<file path="src/logic/i2c_port_cfg.svh">
`ifndef I2C_PORT_CFG_SVH
`define I2C_PORT_CFG_SVH

// register index of the port config word, byte address is four times it
`define CFG_IDX 8'h3F
`define CFG_ADDR 12'h0FC
`define PEND2_ADDR 12'h100
`define MASK2_ADDR 12'h104
`define ROLE_ADDR 12'h108
`define STATE_ADDR 12'h10C

// port config fields and reset value
`define CFG_RATE_BIT 0
`define CFG_EARLY_WRITE_ACK_BIT 1
`define CFG_FRAME_BIT 2
`define CFG_RESET 3'h0

// pending and mask fields
`define PEND_ERR_BIT 0
`define PEND_DONE_BIT 1
`define PEND_RESET 2'h0
`define ROLE_RESET 1'h0

// timing: reference clock, frame rates and local bus speeds in Hz
`define REF_CLK_HZ 64'd40000000
`define FRAME_48_HZ 64'd48000
`define FRAME_441_HZ 64'd44100
`define SPEED_STD_HZ 64'd100000
`define SPEED_FAST_HZ 64'd400000
// half period in cycles, system clock scales with the frame rate; rounds up
`define HALF_CYC(FR, SP) \
  ((`REF_CLK_HZ * (FR) + 64'd2 * `FRAME_48_HZ * (SP) - 64'd1) / (64'd2 * `FRAME_48_HZ * (SP)))

`endif

</file>
<file path="src/logic/i2c_port_pkg.sv">
package i2c_port_pkg;

  typedef enum logic [5:0] {
    ST_IDLE = 6'h01,
    ST_RX = 6'h02,
    ST_ACK = 6'h04,
    ST_HOLD = 6'h08,
    ST_WAIT = 6'h10,
    ST_SKIP = 6'h20
  } port_state_t;

  typedef struct packed {
    port_state_t st;
    logic [3:0] bitcnt;
    logic [7:0] shift;
    logic is_addr;
    logic ack_seen_rise;
    logic sda_drv;
    logic scl_drv;
    logic [6:0] tgt_addr;
    logic rem_busy;
    logic rem_early;
    logic [6:0] rem_addr;
    logic [7:0] rem_data;
    logic [2:0] scl_s;
    logic [2:0] sda_s;
    logic [2:0] cfg;
    logic role_ctrl;
    logic [1:0] pend;
    logic [1:0] mask;
    logic rdy;
    logic slverr;
    logic [31:0] prdata;
    logic [8:0] gen_cnt;
    logic local_scl;
  } port_regs_t;

endpackage

</file>
<file path="src/logic/i2c_port_ack_rate.sv">
`timescale 1ns/1ps
`include "i2c_port_cfg.svh"

module i2c_port_ack_rate #(
  parameter int ADDR_W = 12
) (
  input wire logic ref_clk,
  input wire logic nrst,
  input wire logic psel,
  input wire logic penable,
  input wire logic pwrite,
  input wire logic [ADDR_W-1:0] paddr,
  input wire logic [31:0] pwdata,
  output logic [31:0] prdata,
  output logic pready,
  output logic pslverr,
  input wire logic scl_line,
  output logic scl_pull,
  output logic scl_oe_n,
  input wire logic sda_line,
  output logic sda_pull,
  output logic sda_oe_n,
  output logic rem_req,
  output logic [6:0] rem_addr,
  output logic [7:0] rem_data,
  input wire logic rem_done,
  input wire logic rem_err,
  output logic local_scl,
  output logic irq
);

  localparam logic [8:0] HALF_STD_48 = 9'(`HALF_CYC(`FRAME_48_HZ, `SPEED_STD_HZ));
  localparam logic [8:0] HALF_FAST_48 = 9'(`HALF_CYC(`FRAME_48_HZ, `SPEED_FAST_HZ));
  localparam logic [8:0] HALF_STD_441 = 9'(`HALF_CYC(`FRAME_441_HZ, `SPEED_STD_HZ));
  localparam logic [8:0] HALF_FAST_441 = 9'(`HALF_CYC(`FRAME_441_HZ, `SPEED_FAST_HZ));

  if (ADDR_W < 9)
  begin : g_addr_check
    $error("ADDR_W too narrow for the register map");
  end

  i2c_port_pkg::port_regs_t r;
  i2c_port_pkg::port_regs_t nxt;

  logic scl_rise;
  logic scl_fall;
  logic start_cond;
  logic stop_cond;
  logic acc;
  logic early_write_ack_eff;
  logic [8:0] half_cyc;
  logic [31:0] rd_val;
  logic rd_hit;

  // edge and bus condition detection uses the second and third sync stages only
  assign scl_rise = r.scl_s[1] & ~r.scl_s[2];
  assign scl_fall = ~r.scl_s[1] & r.scl_s[2];
  assign start_cond = r.scl_s[1] & r.scl_s[2] & ~r.sda_s[1] & r.sda_s[2];
  assign stop_cond = r.scl_s[1] & r.scl_s[2] & r.sda_s[1] & ~r.sda_s[2];
  // the write or read takes effect on the edge where pready is seen high
  assign acc = psel & penable & r.rdy;

  assign early_write_ack_eff = r.role_ctrl & r.cfg[`CFG_EARLY_WRITE_ACK_BIT];

  always_comb
  begin
    case ({r.cfg[`CFG_FRAME_BIT], r.cfg[`CFG_RATE_BIT]})
      2'b00: half_cyc = HALF_STD_48;
      2'b01: half_cyc = HALF_FAST_48;
      2'b10: half_cyc = HALF_STD_441;
      default: half_cyc = HALF_FAST_441;
    endcase
  end

  // read mux, unmapped addresses answer with an error
  always_comb
  begin
    rd_val = 32'h0000_0000;
    rd_hit = 1'b1;
    case (paddr)
      `CFG_ADDR: rd_val = {29'h0000_0000, r.cfg};
      `PEND2_ADDR: rd_val = {30'h0000_0000, r.pend};
      `MASK2_ADDR: rd_val = {30'h0000_0000, r.mask};
      `ROLE_ADDR: rd_val = {31'h0000_0000, r.role_ctrl};
      `STATE_ADDR: rd_val = {30'h0000_0000, r.scl_drv, r.rem_busy};
      default: rd_hit = 1'b0;
    endcase
  end

  // next state of the whole block
  always_comb
  begin
    nxt = r;
    nxt.scl_s = {r.scl_s[1:0], scl_line};
    nxt.sda_s = {r.sda_s[1:0], sda_line};

    // apb slave: one wait state, then answer from flip-flops
    nxt.rdy = psel & penable & ~r.rdy;
    if (psel & penable & ~r.rdy)
    begin
      nxt.prdata = pwrite ? 32'h0000_0000 : rd_val;
      nxt.slverr = ~rd_hit;
    end
    if (acc & pwrite & rd_hit)
    begin
      case (paddr)
        `CFG_ADDR: nxt.cfg = pwdata[2:0];
        `MASK2_ADDR: nxt.mask = pwdata[1:0];
        `ROLE_ADDR: nxt.role_ctrl = pwdata[0];
        default: nxt.cfg = r.cfg;
      endcase
    end
    // read clears pending bits; events below set them again and so win
    if (acc & ~pwrite & (paddr == `PEND2_ADDR))
    begin
      nxt.pend = 2'h0;
    end

    // remote completion
    if (r.rem_busy & rem_done)
    begin
      nxt.rem_busy = 1'b0;
      if (r.rem_early & rem_err)
      begin
        nxt.pend[`PEND_ERR_BIT] = 1'b1;
      end
      if (~rem_err)
      begin
        nxt.pend[`PEND_DONE_BIT] = 1'b1;
      end
    end

    // host-facing i2c target
    case (r.st)
      i2c_port_pkg::ST_IDLE:
      begin
        nxt.sda_drv = 1'b0;
      end
      i2c_port_pkg::ST_RX:
      begin
        if (scl_rise)
        begin
          nxt.shift = {r.shift[6:0], r.sda_s[1]};
          nxt.bitcnt = r.bitcnt + 4'h1;
        end
        else if (scl_fall & (r.bitcnt == 4'h8))
        begin
          nxt.bitcnt = 4'h0;
          if (r.is_addr)
          begin
            // only writes are served; reads are left unanswered
            nxt.is_addr = 1'b0;
            nxt.tgt_addr = r.shift[7:1];
            nxt.st = r.shift[0] ? i2c_port_pkg::ST_SKIP : i2c_port_pkg::ST_ACK;
            nxt.sda_drv = ~r.shift[0];
          end
          else
          begin
            // hold the clock low until the remote write is launched, and without early ack until it ends
            nxt.scl_drv = 1'b1;
            nxt.st = i2c_port_pkg::ST_HOLD;
          end
        end
      end
      i2c_port_pkg::ST_HOLD:
      begin
        if (~nxt.rem_busy)
        begin
          nxt.rem_busy = 1'b1;
          nxt.rem_early = early_write_ack_eff;
          nxt.rem_addr = r.tgt_addr;
          nxt.rem_data = r.shift;
          if (early_write_ack_eff)
          begin
            nxt.scl_drv = 1'b0;
            nxt.sda_drv = 1'b1;
            nxt.st = i2c_port_pkg::ST_ACK;
          end
          else
          begin
            nxt.st = i2c_port_pkg::ST_WAIT;
          end
        end
      end
      i2c_port_pkg::ST_WAIT:
      begin
        if (rem_done)
        begin
          nxt.scl_drv = 1'b0;
          nxt.sda_drv = ~rem_err;
          nxt.st = i2c_port_pkg::ST_ACK;
        end
      end
      i2c_port_pkg::ST_ACK:
      begin
        if (scl_rise)
        begin
          nxt.ack_seen_rise = 1'b1;
        end
        else if (scl_fall & r.ack_seen_rise)
        begin
          nxt.ack_seen_rise = 1'b0;
          nxt.sda_drv = 1'b0;
          nxt.st = i2c_port_pkg::ST_RX;
        end
      end
      i2c_port_pkg::ST_SKIP:
      begin
        nxt.sda_drv = 1'b0;
      end
      default:
      begin
        nxt.st = i2c_port_pkg::ST_IDLE;
      end
    endcase

    // start and stop override the byte engine, except while the clock is held
    if (~r.scl_drv & start_cond)
    begin
      nxt.st = i2c_port_pkg::ST_RX;
      nxt.is_addr = 1'b1;
      nxt.bitcnt = 4'h0;
      nxt.sda_drv = 1'b0;
      nxt.ack_seen_rise = 1'b0;
    end
    else if (~r.scl_drv & stop_cond)
    begin
      nxt.st = i2c_port_pkg::ST_IDLE;
      nxt.sda_drv = 1'b0;
      nxt.ack_seen_rise = 1'b0;
    end

    // local clock generator, only in a target node
    if (r.role_ctrl)
    begin
      nxt.gen_cnt = 9'h000;
      nxt.local_scl = 1'b1;
    end
    else if (r.gen_cnt >= half_cyc - 9'h001)
    begin
      nxt.gen_cnt = 9'h000;
      nxt.local_scl = ~r.local_scl;
    end
    else
    begin
      nxt.gen_cnt = r.gen_cnt + 9'h001;
    end
  end

  // single state register
  always_ff @(posedge ref_clk or negedge nrst)
  begin
    if (!nrst)
    begin
      r <= '{st: i2c_port_pkg::ST_IDLE, bitcnt: 4'h0, shift: 8'h00, is_addr: 1'b0,
             ack_seen_rise: 1'b0, sda_drv: 1'b0, scl_drv: 1'b0, tgt_addr: 7'h00,
             rem_busy: 1'b0, rem_early: 1'b0, rem_addr: 7'h00, rem_data: 8'h00,
             scl_s: 3'h7, sda_s: 3'h7, cfg: `CFG_RESET, role_ctrl: `ROLE_RESET,
             pend: `PEND_RESET, mask: 2'h0, rdy: 1'b0, slverr: 1'b0,
             prdata: 32'h0000_0000, gen_cnt: 9'h000, local_scl: 1'b1};
    end
    else
    begin
      r <= nxt;
    end
  end

  // outputs; open-drain pins only ever pull low
  assign prdata = r.prdata;
  assign pready = r.rdy;
  assign pslverr = r.slverr;
  assign scl_pull = 1'b0;
  assign sda_pull = 1'b0;
  assign scl_oe_n = ~r.scl_drv;
  assign sda_oe_n = ~r.sda_drv;
  assign rem_req = r.rem_busy;
  assign rem_addr = r.rem_addr;
  assign rem_data = r.rem_data;
  assign local_scl = r.local_scl;
  assign irq = |(r.pend & r.mask);

endmodule

</file>
<file path="config.mk">
export PLATFORM = sky130hd
export DESIGN_NAME = i2c_port_ack_rate
export DESIGN_NICKNAME = d
export VERILOG_FILES = /design/src/logic/i2c_port_pkg.sv /design/src/logic/i2c_port_ack_rate.sv
export VERILOG_INCLUDE_DIRS = /design/src /design/src/logic
export SDC_FILE = /design/constraint.sdc
export NUM_CORES = 1
export LEC_CHECK = 0
export ABC_CLOCK_PERIOD_IN_PS = 3200
export BUFFER_PORTS_ARGS = -buffer_cell sky130_fd_sc_hd__buf_4
export CAP_MARGIN = 20
export CORE_MARGIN = 2
export CORE_UTILIZATION = 25
export CTS_BUF_LIST = sky130_fd_sc_hd__clkbuf_2
export DETAILED_ROUTE_END_ITERATION = 10
export HOLD_SLACK_MARGIN = 0.03
export SLEW_MARGIN = 20
export SYNTH_ARGS = -nofsm -noshare
export SYNTH_HDL_FRONTEND = slang
export SYNTH_SLANG_ARGS = --single-unit
</file>
<file path="constraint.sdc">
create_clock -name ref_clk -period 3.2 [get_ports ref_clk]
set_input_delay 0.16 -clock ref_clk [delete_from_list [all_inputs] [get_ports ref_clk]]
set_output_delay 0.16 -clock ref_clk [all_outputs]
set_load 0.1 [all_outputs]
</file>
==> results.toml <==
[setup_path]
required_ns = 3.61
critPathKind = "register to register"
regToRegSetupSlack_ns = 0.58
path_max_fanout = 9
rr_endpoint = "r[6]"
cp-startpoint = "r[51]"
r2r_start = "r[51]"
crit_path_end_kind = "register"
worst-r2r-cell-count = 9
start_kind = "register"
critPathArrivalTime_ns = 3.03

[status]
outcome = "finished, final reports clean"

[synthesis]
async_reset_ff_share_pct = 100
synth.avg_cell_area_sq_um = 10.3
synth-main-ff-cell = "dfrtp_1"
synth.largest_area_cell = "dfrtp_1"
synth_top_area_share_pct = 39.2
yosysUniqueCellTypes = 66
seq_area_frac_synth_pct = 44.1
synth-warning-count = 0
syn_inst = 415
netlist_area_sq_um = 4280
ys_ff_latch = 75
synth-edff-count = 0
synth.area.top_cells = "dfrtp_1 (39%), buf_4 (8.8%), ha_1 (5.0%)"

[global_routing]
grt_overflow = 0
antenna_found_initial = 0
grt_max_degree = 76
grt_pass1_vias = 3087
grt_pass1_wl_um = 15200
use_met3_pct = 2.97
met1_usage_pct = 13.6
met2_usage_pct = 16.7
grt_util_all_layers_pct = 10.5
grt.busiest_layer = "met2"

[floorplan]
die_area_sq_um = 18200
io_pins = 109
coreArea_sq_um = 16600
floorplan.initialDensity_pct = 25.7
dieWidth_um = 135
die_y_um = 135
rows = 47

[power]
p_total_w = 0.00175
ir_drop_mv = 0.145
leakage_nw = 2.31
pwr_density_cell_nw_per_um2 = 356

[timing]
fin_skew_ns = 0.0343
slew_headroom_pct = 34.6
final.period_utilization_pct = 81.9
rsz0062_at_grt = "false"
worst_pin_slew_ns = 0.982
timing_hold_violations_final = 0
drv_slew = 0
clock.fmax_mhz = 382
fin_crit_ns = 2.62
setup_viol = 0
setup_tns_ns = 0

[drt]
ant_nets = 0
via_count = 3144
first_pass_iters = 4
wl_um = 9310
drt-vias-per-instance = 4.54
drcViolationCount = 0
wire_per_inst_um = 13.4
drt_iter0_markers = 222

[clock_network]
cts_root_buf = "clkbuf_2"
max-clock-path-buffers = 2
ctsResizeCount = 0
numCtsBuffers = 9
htreeDepth = 3
hold_buffers = 21
cts_tree = "done"
clkLatencyLatePin_ns = 0.55
cts_sinks = 75
post_cts_buffers = 0
clk_pin_slew_worst_paths_ns = 0.21

[run]
drv_cap = 0

[cells_and_area]
final_core_util_pct = 29.5
final_common_cell = "dfrtp_1"
final_cell_mix = "dfrtp_1 (67), nand2_1 (50), buf_4 (48), conb_1 (32)"
diodes = 0
num-fill-cells = 1746
finalNonFillerCells = 692
area_growth_pct = 14.6
drive_gt1_share_pct = 22.7
finalNetCount = 537

[place]
port_buffers = 48
dp.cells = 655
gp_congestion = 0.841
dp_hpwl_um = 6520

[min_path]
hold-path-endpoint = "prdata[1]"
hold_path_startpoint = "penable"
holdPathStages = 3
worstHoldPathType = "input pin to register"
-- cells in the mapped netlist (6+ instances only) --
| cell | count |
|---|---|
| o22ai_1 | 6 |
| inv_1 | 16 |
| mux2_1 | 11 |
| nand4_1 | 9 |
| mux2_2 | 17 |
| ha_1 | 17 |
| o21ai_0 | 18 |
| xor2_1 | 9 |
| nand3_1 | 9 |
| dfstp_2 | 8 |
| nand2_1 | 50 |
| a211oi_1 | 6 |
| buf_4 | 50 |
| nor2_1 | 21 |
| dfrtp_1 | 67 |
| a21oi_1 | 6 |
-- state kept, by name (all words and copies together) (netlist names) --
| signal | flops |
|---|---|
| pslverr | 1 |
| pready | 1 |
| prdata | 3 |
| rem_data | 8 |
| nxt | 4 |
| r | 49 |
| rem_addr | 7 |
| local_scl | 1 |
| rem_req | 1 |
-- kinds of logic after synthesis --
family,synth area share [%]
and+or+nand+nor,18.1
DFF,44.1
buffers and inverters,11.4
AOI/OAI and AO/OA,10.7
muxes,8.13
adders and majority gates,4.97
xor gates and xnor gates,2.46
other,0.175
-- worst max path at each step --
| stage | endpoint | slack (ns) | cells after the start |
|---|---|---|---|
| after global placement | r[8] | 0.69 | 9 |
| after floorplan | r[3] | 0.97 | 9 |
| after detailed placement | r[4] | 0.61 | 9 |
| after CTS | r[6] | 0.55 | 9 |
| final | r[6] | 0.58 | 9 |
| after global routing | r[7] | 0.38 | 9 |
-- cell type report --
type                       count  area (sq um)  share of cell area [%]
tap                          220           275                    5.61
multi-input combinational    296          2020                    41.2
clock inverter                 6          42.5                   0.867
timing repair buffer          69           571                    11.6
sequential                    75          1890                    38.5
inverter                      16          60.1                    1.22
clock buffer                  10          50.0                    1.02
-- where the power goes --
part	switching, W	leakage [nW]	internal [W]	total, W
Sequential	0.0000165	0.993	0.000966	0.000983
Combinational	0.000246	1.26	0.0000600	0.000306
Clock	0.000350	0.0583	0.000106	0.000456
-- critical path, cell delays in order (launching register included) --
cell and delay [ns]:
dfrtp_1 0.49, inv_1 0.11, ha_1 0.20, or2_2 0.30
ha_1 0.28, a21o_1 0.11, a21oi_1 0.07, o21a_1 0.21
a31oi_1 0.61, nor2_1 0.12
-- per-stage QoR --
step | area [sq um] | setup WS [ns] | hold slack, ns
after floorplan | 4390 | 0.967 | -0.136
after global placement | 4600 | 0.691 | 0.270
after detailed placement | 4600 | 0.609 | 0.272
after CTS | 4900 | 0.548 | 0.0589
after global routing | 4900 | 0.383 | 0.0847
final | 4900 | 0.580 | 0.119
-- layer usage --
metal  vias up  share of wire [%]
met5         -                  0
met4         0                1.5
met3        16                5.7
met2        91                 47
met1      1544                 46
li1       1493                  -
(Power assumes the default switching activity.)
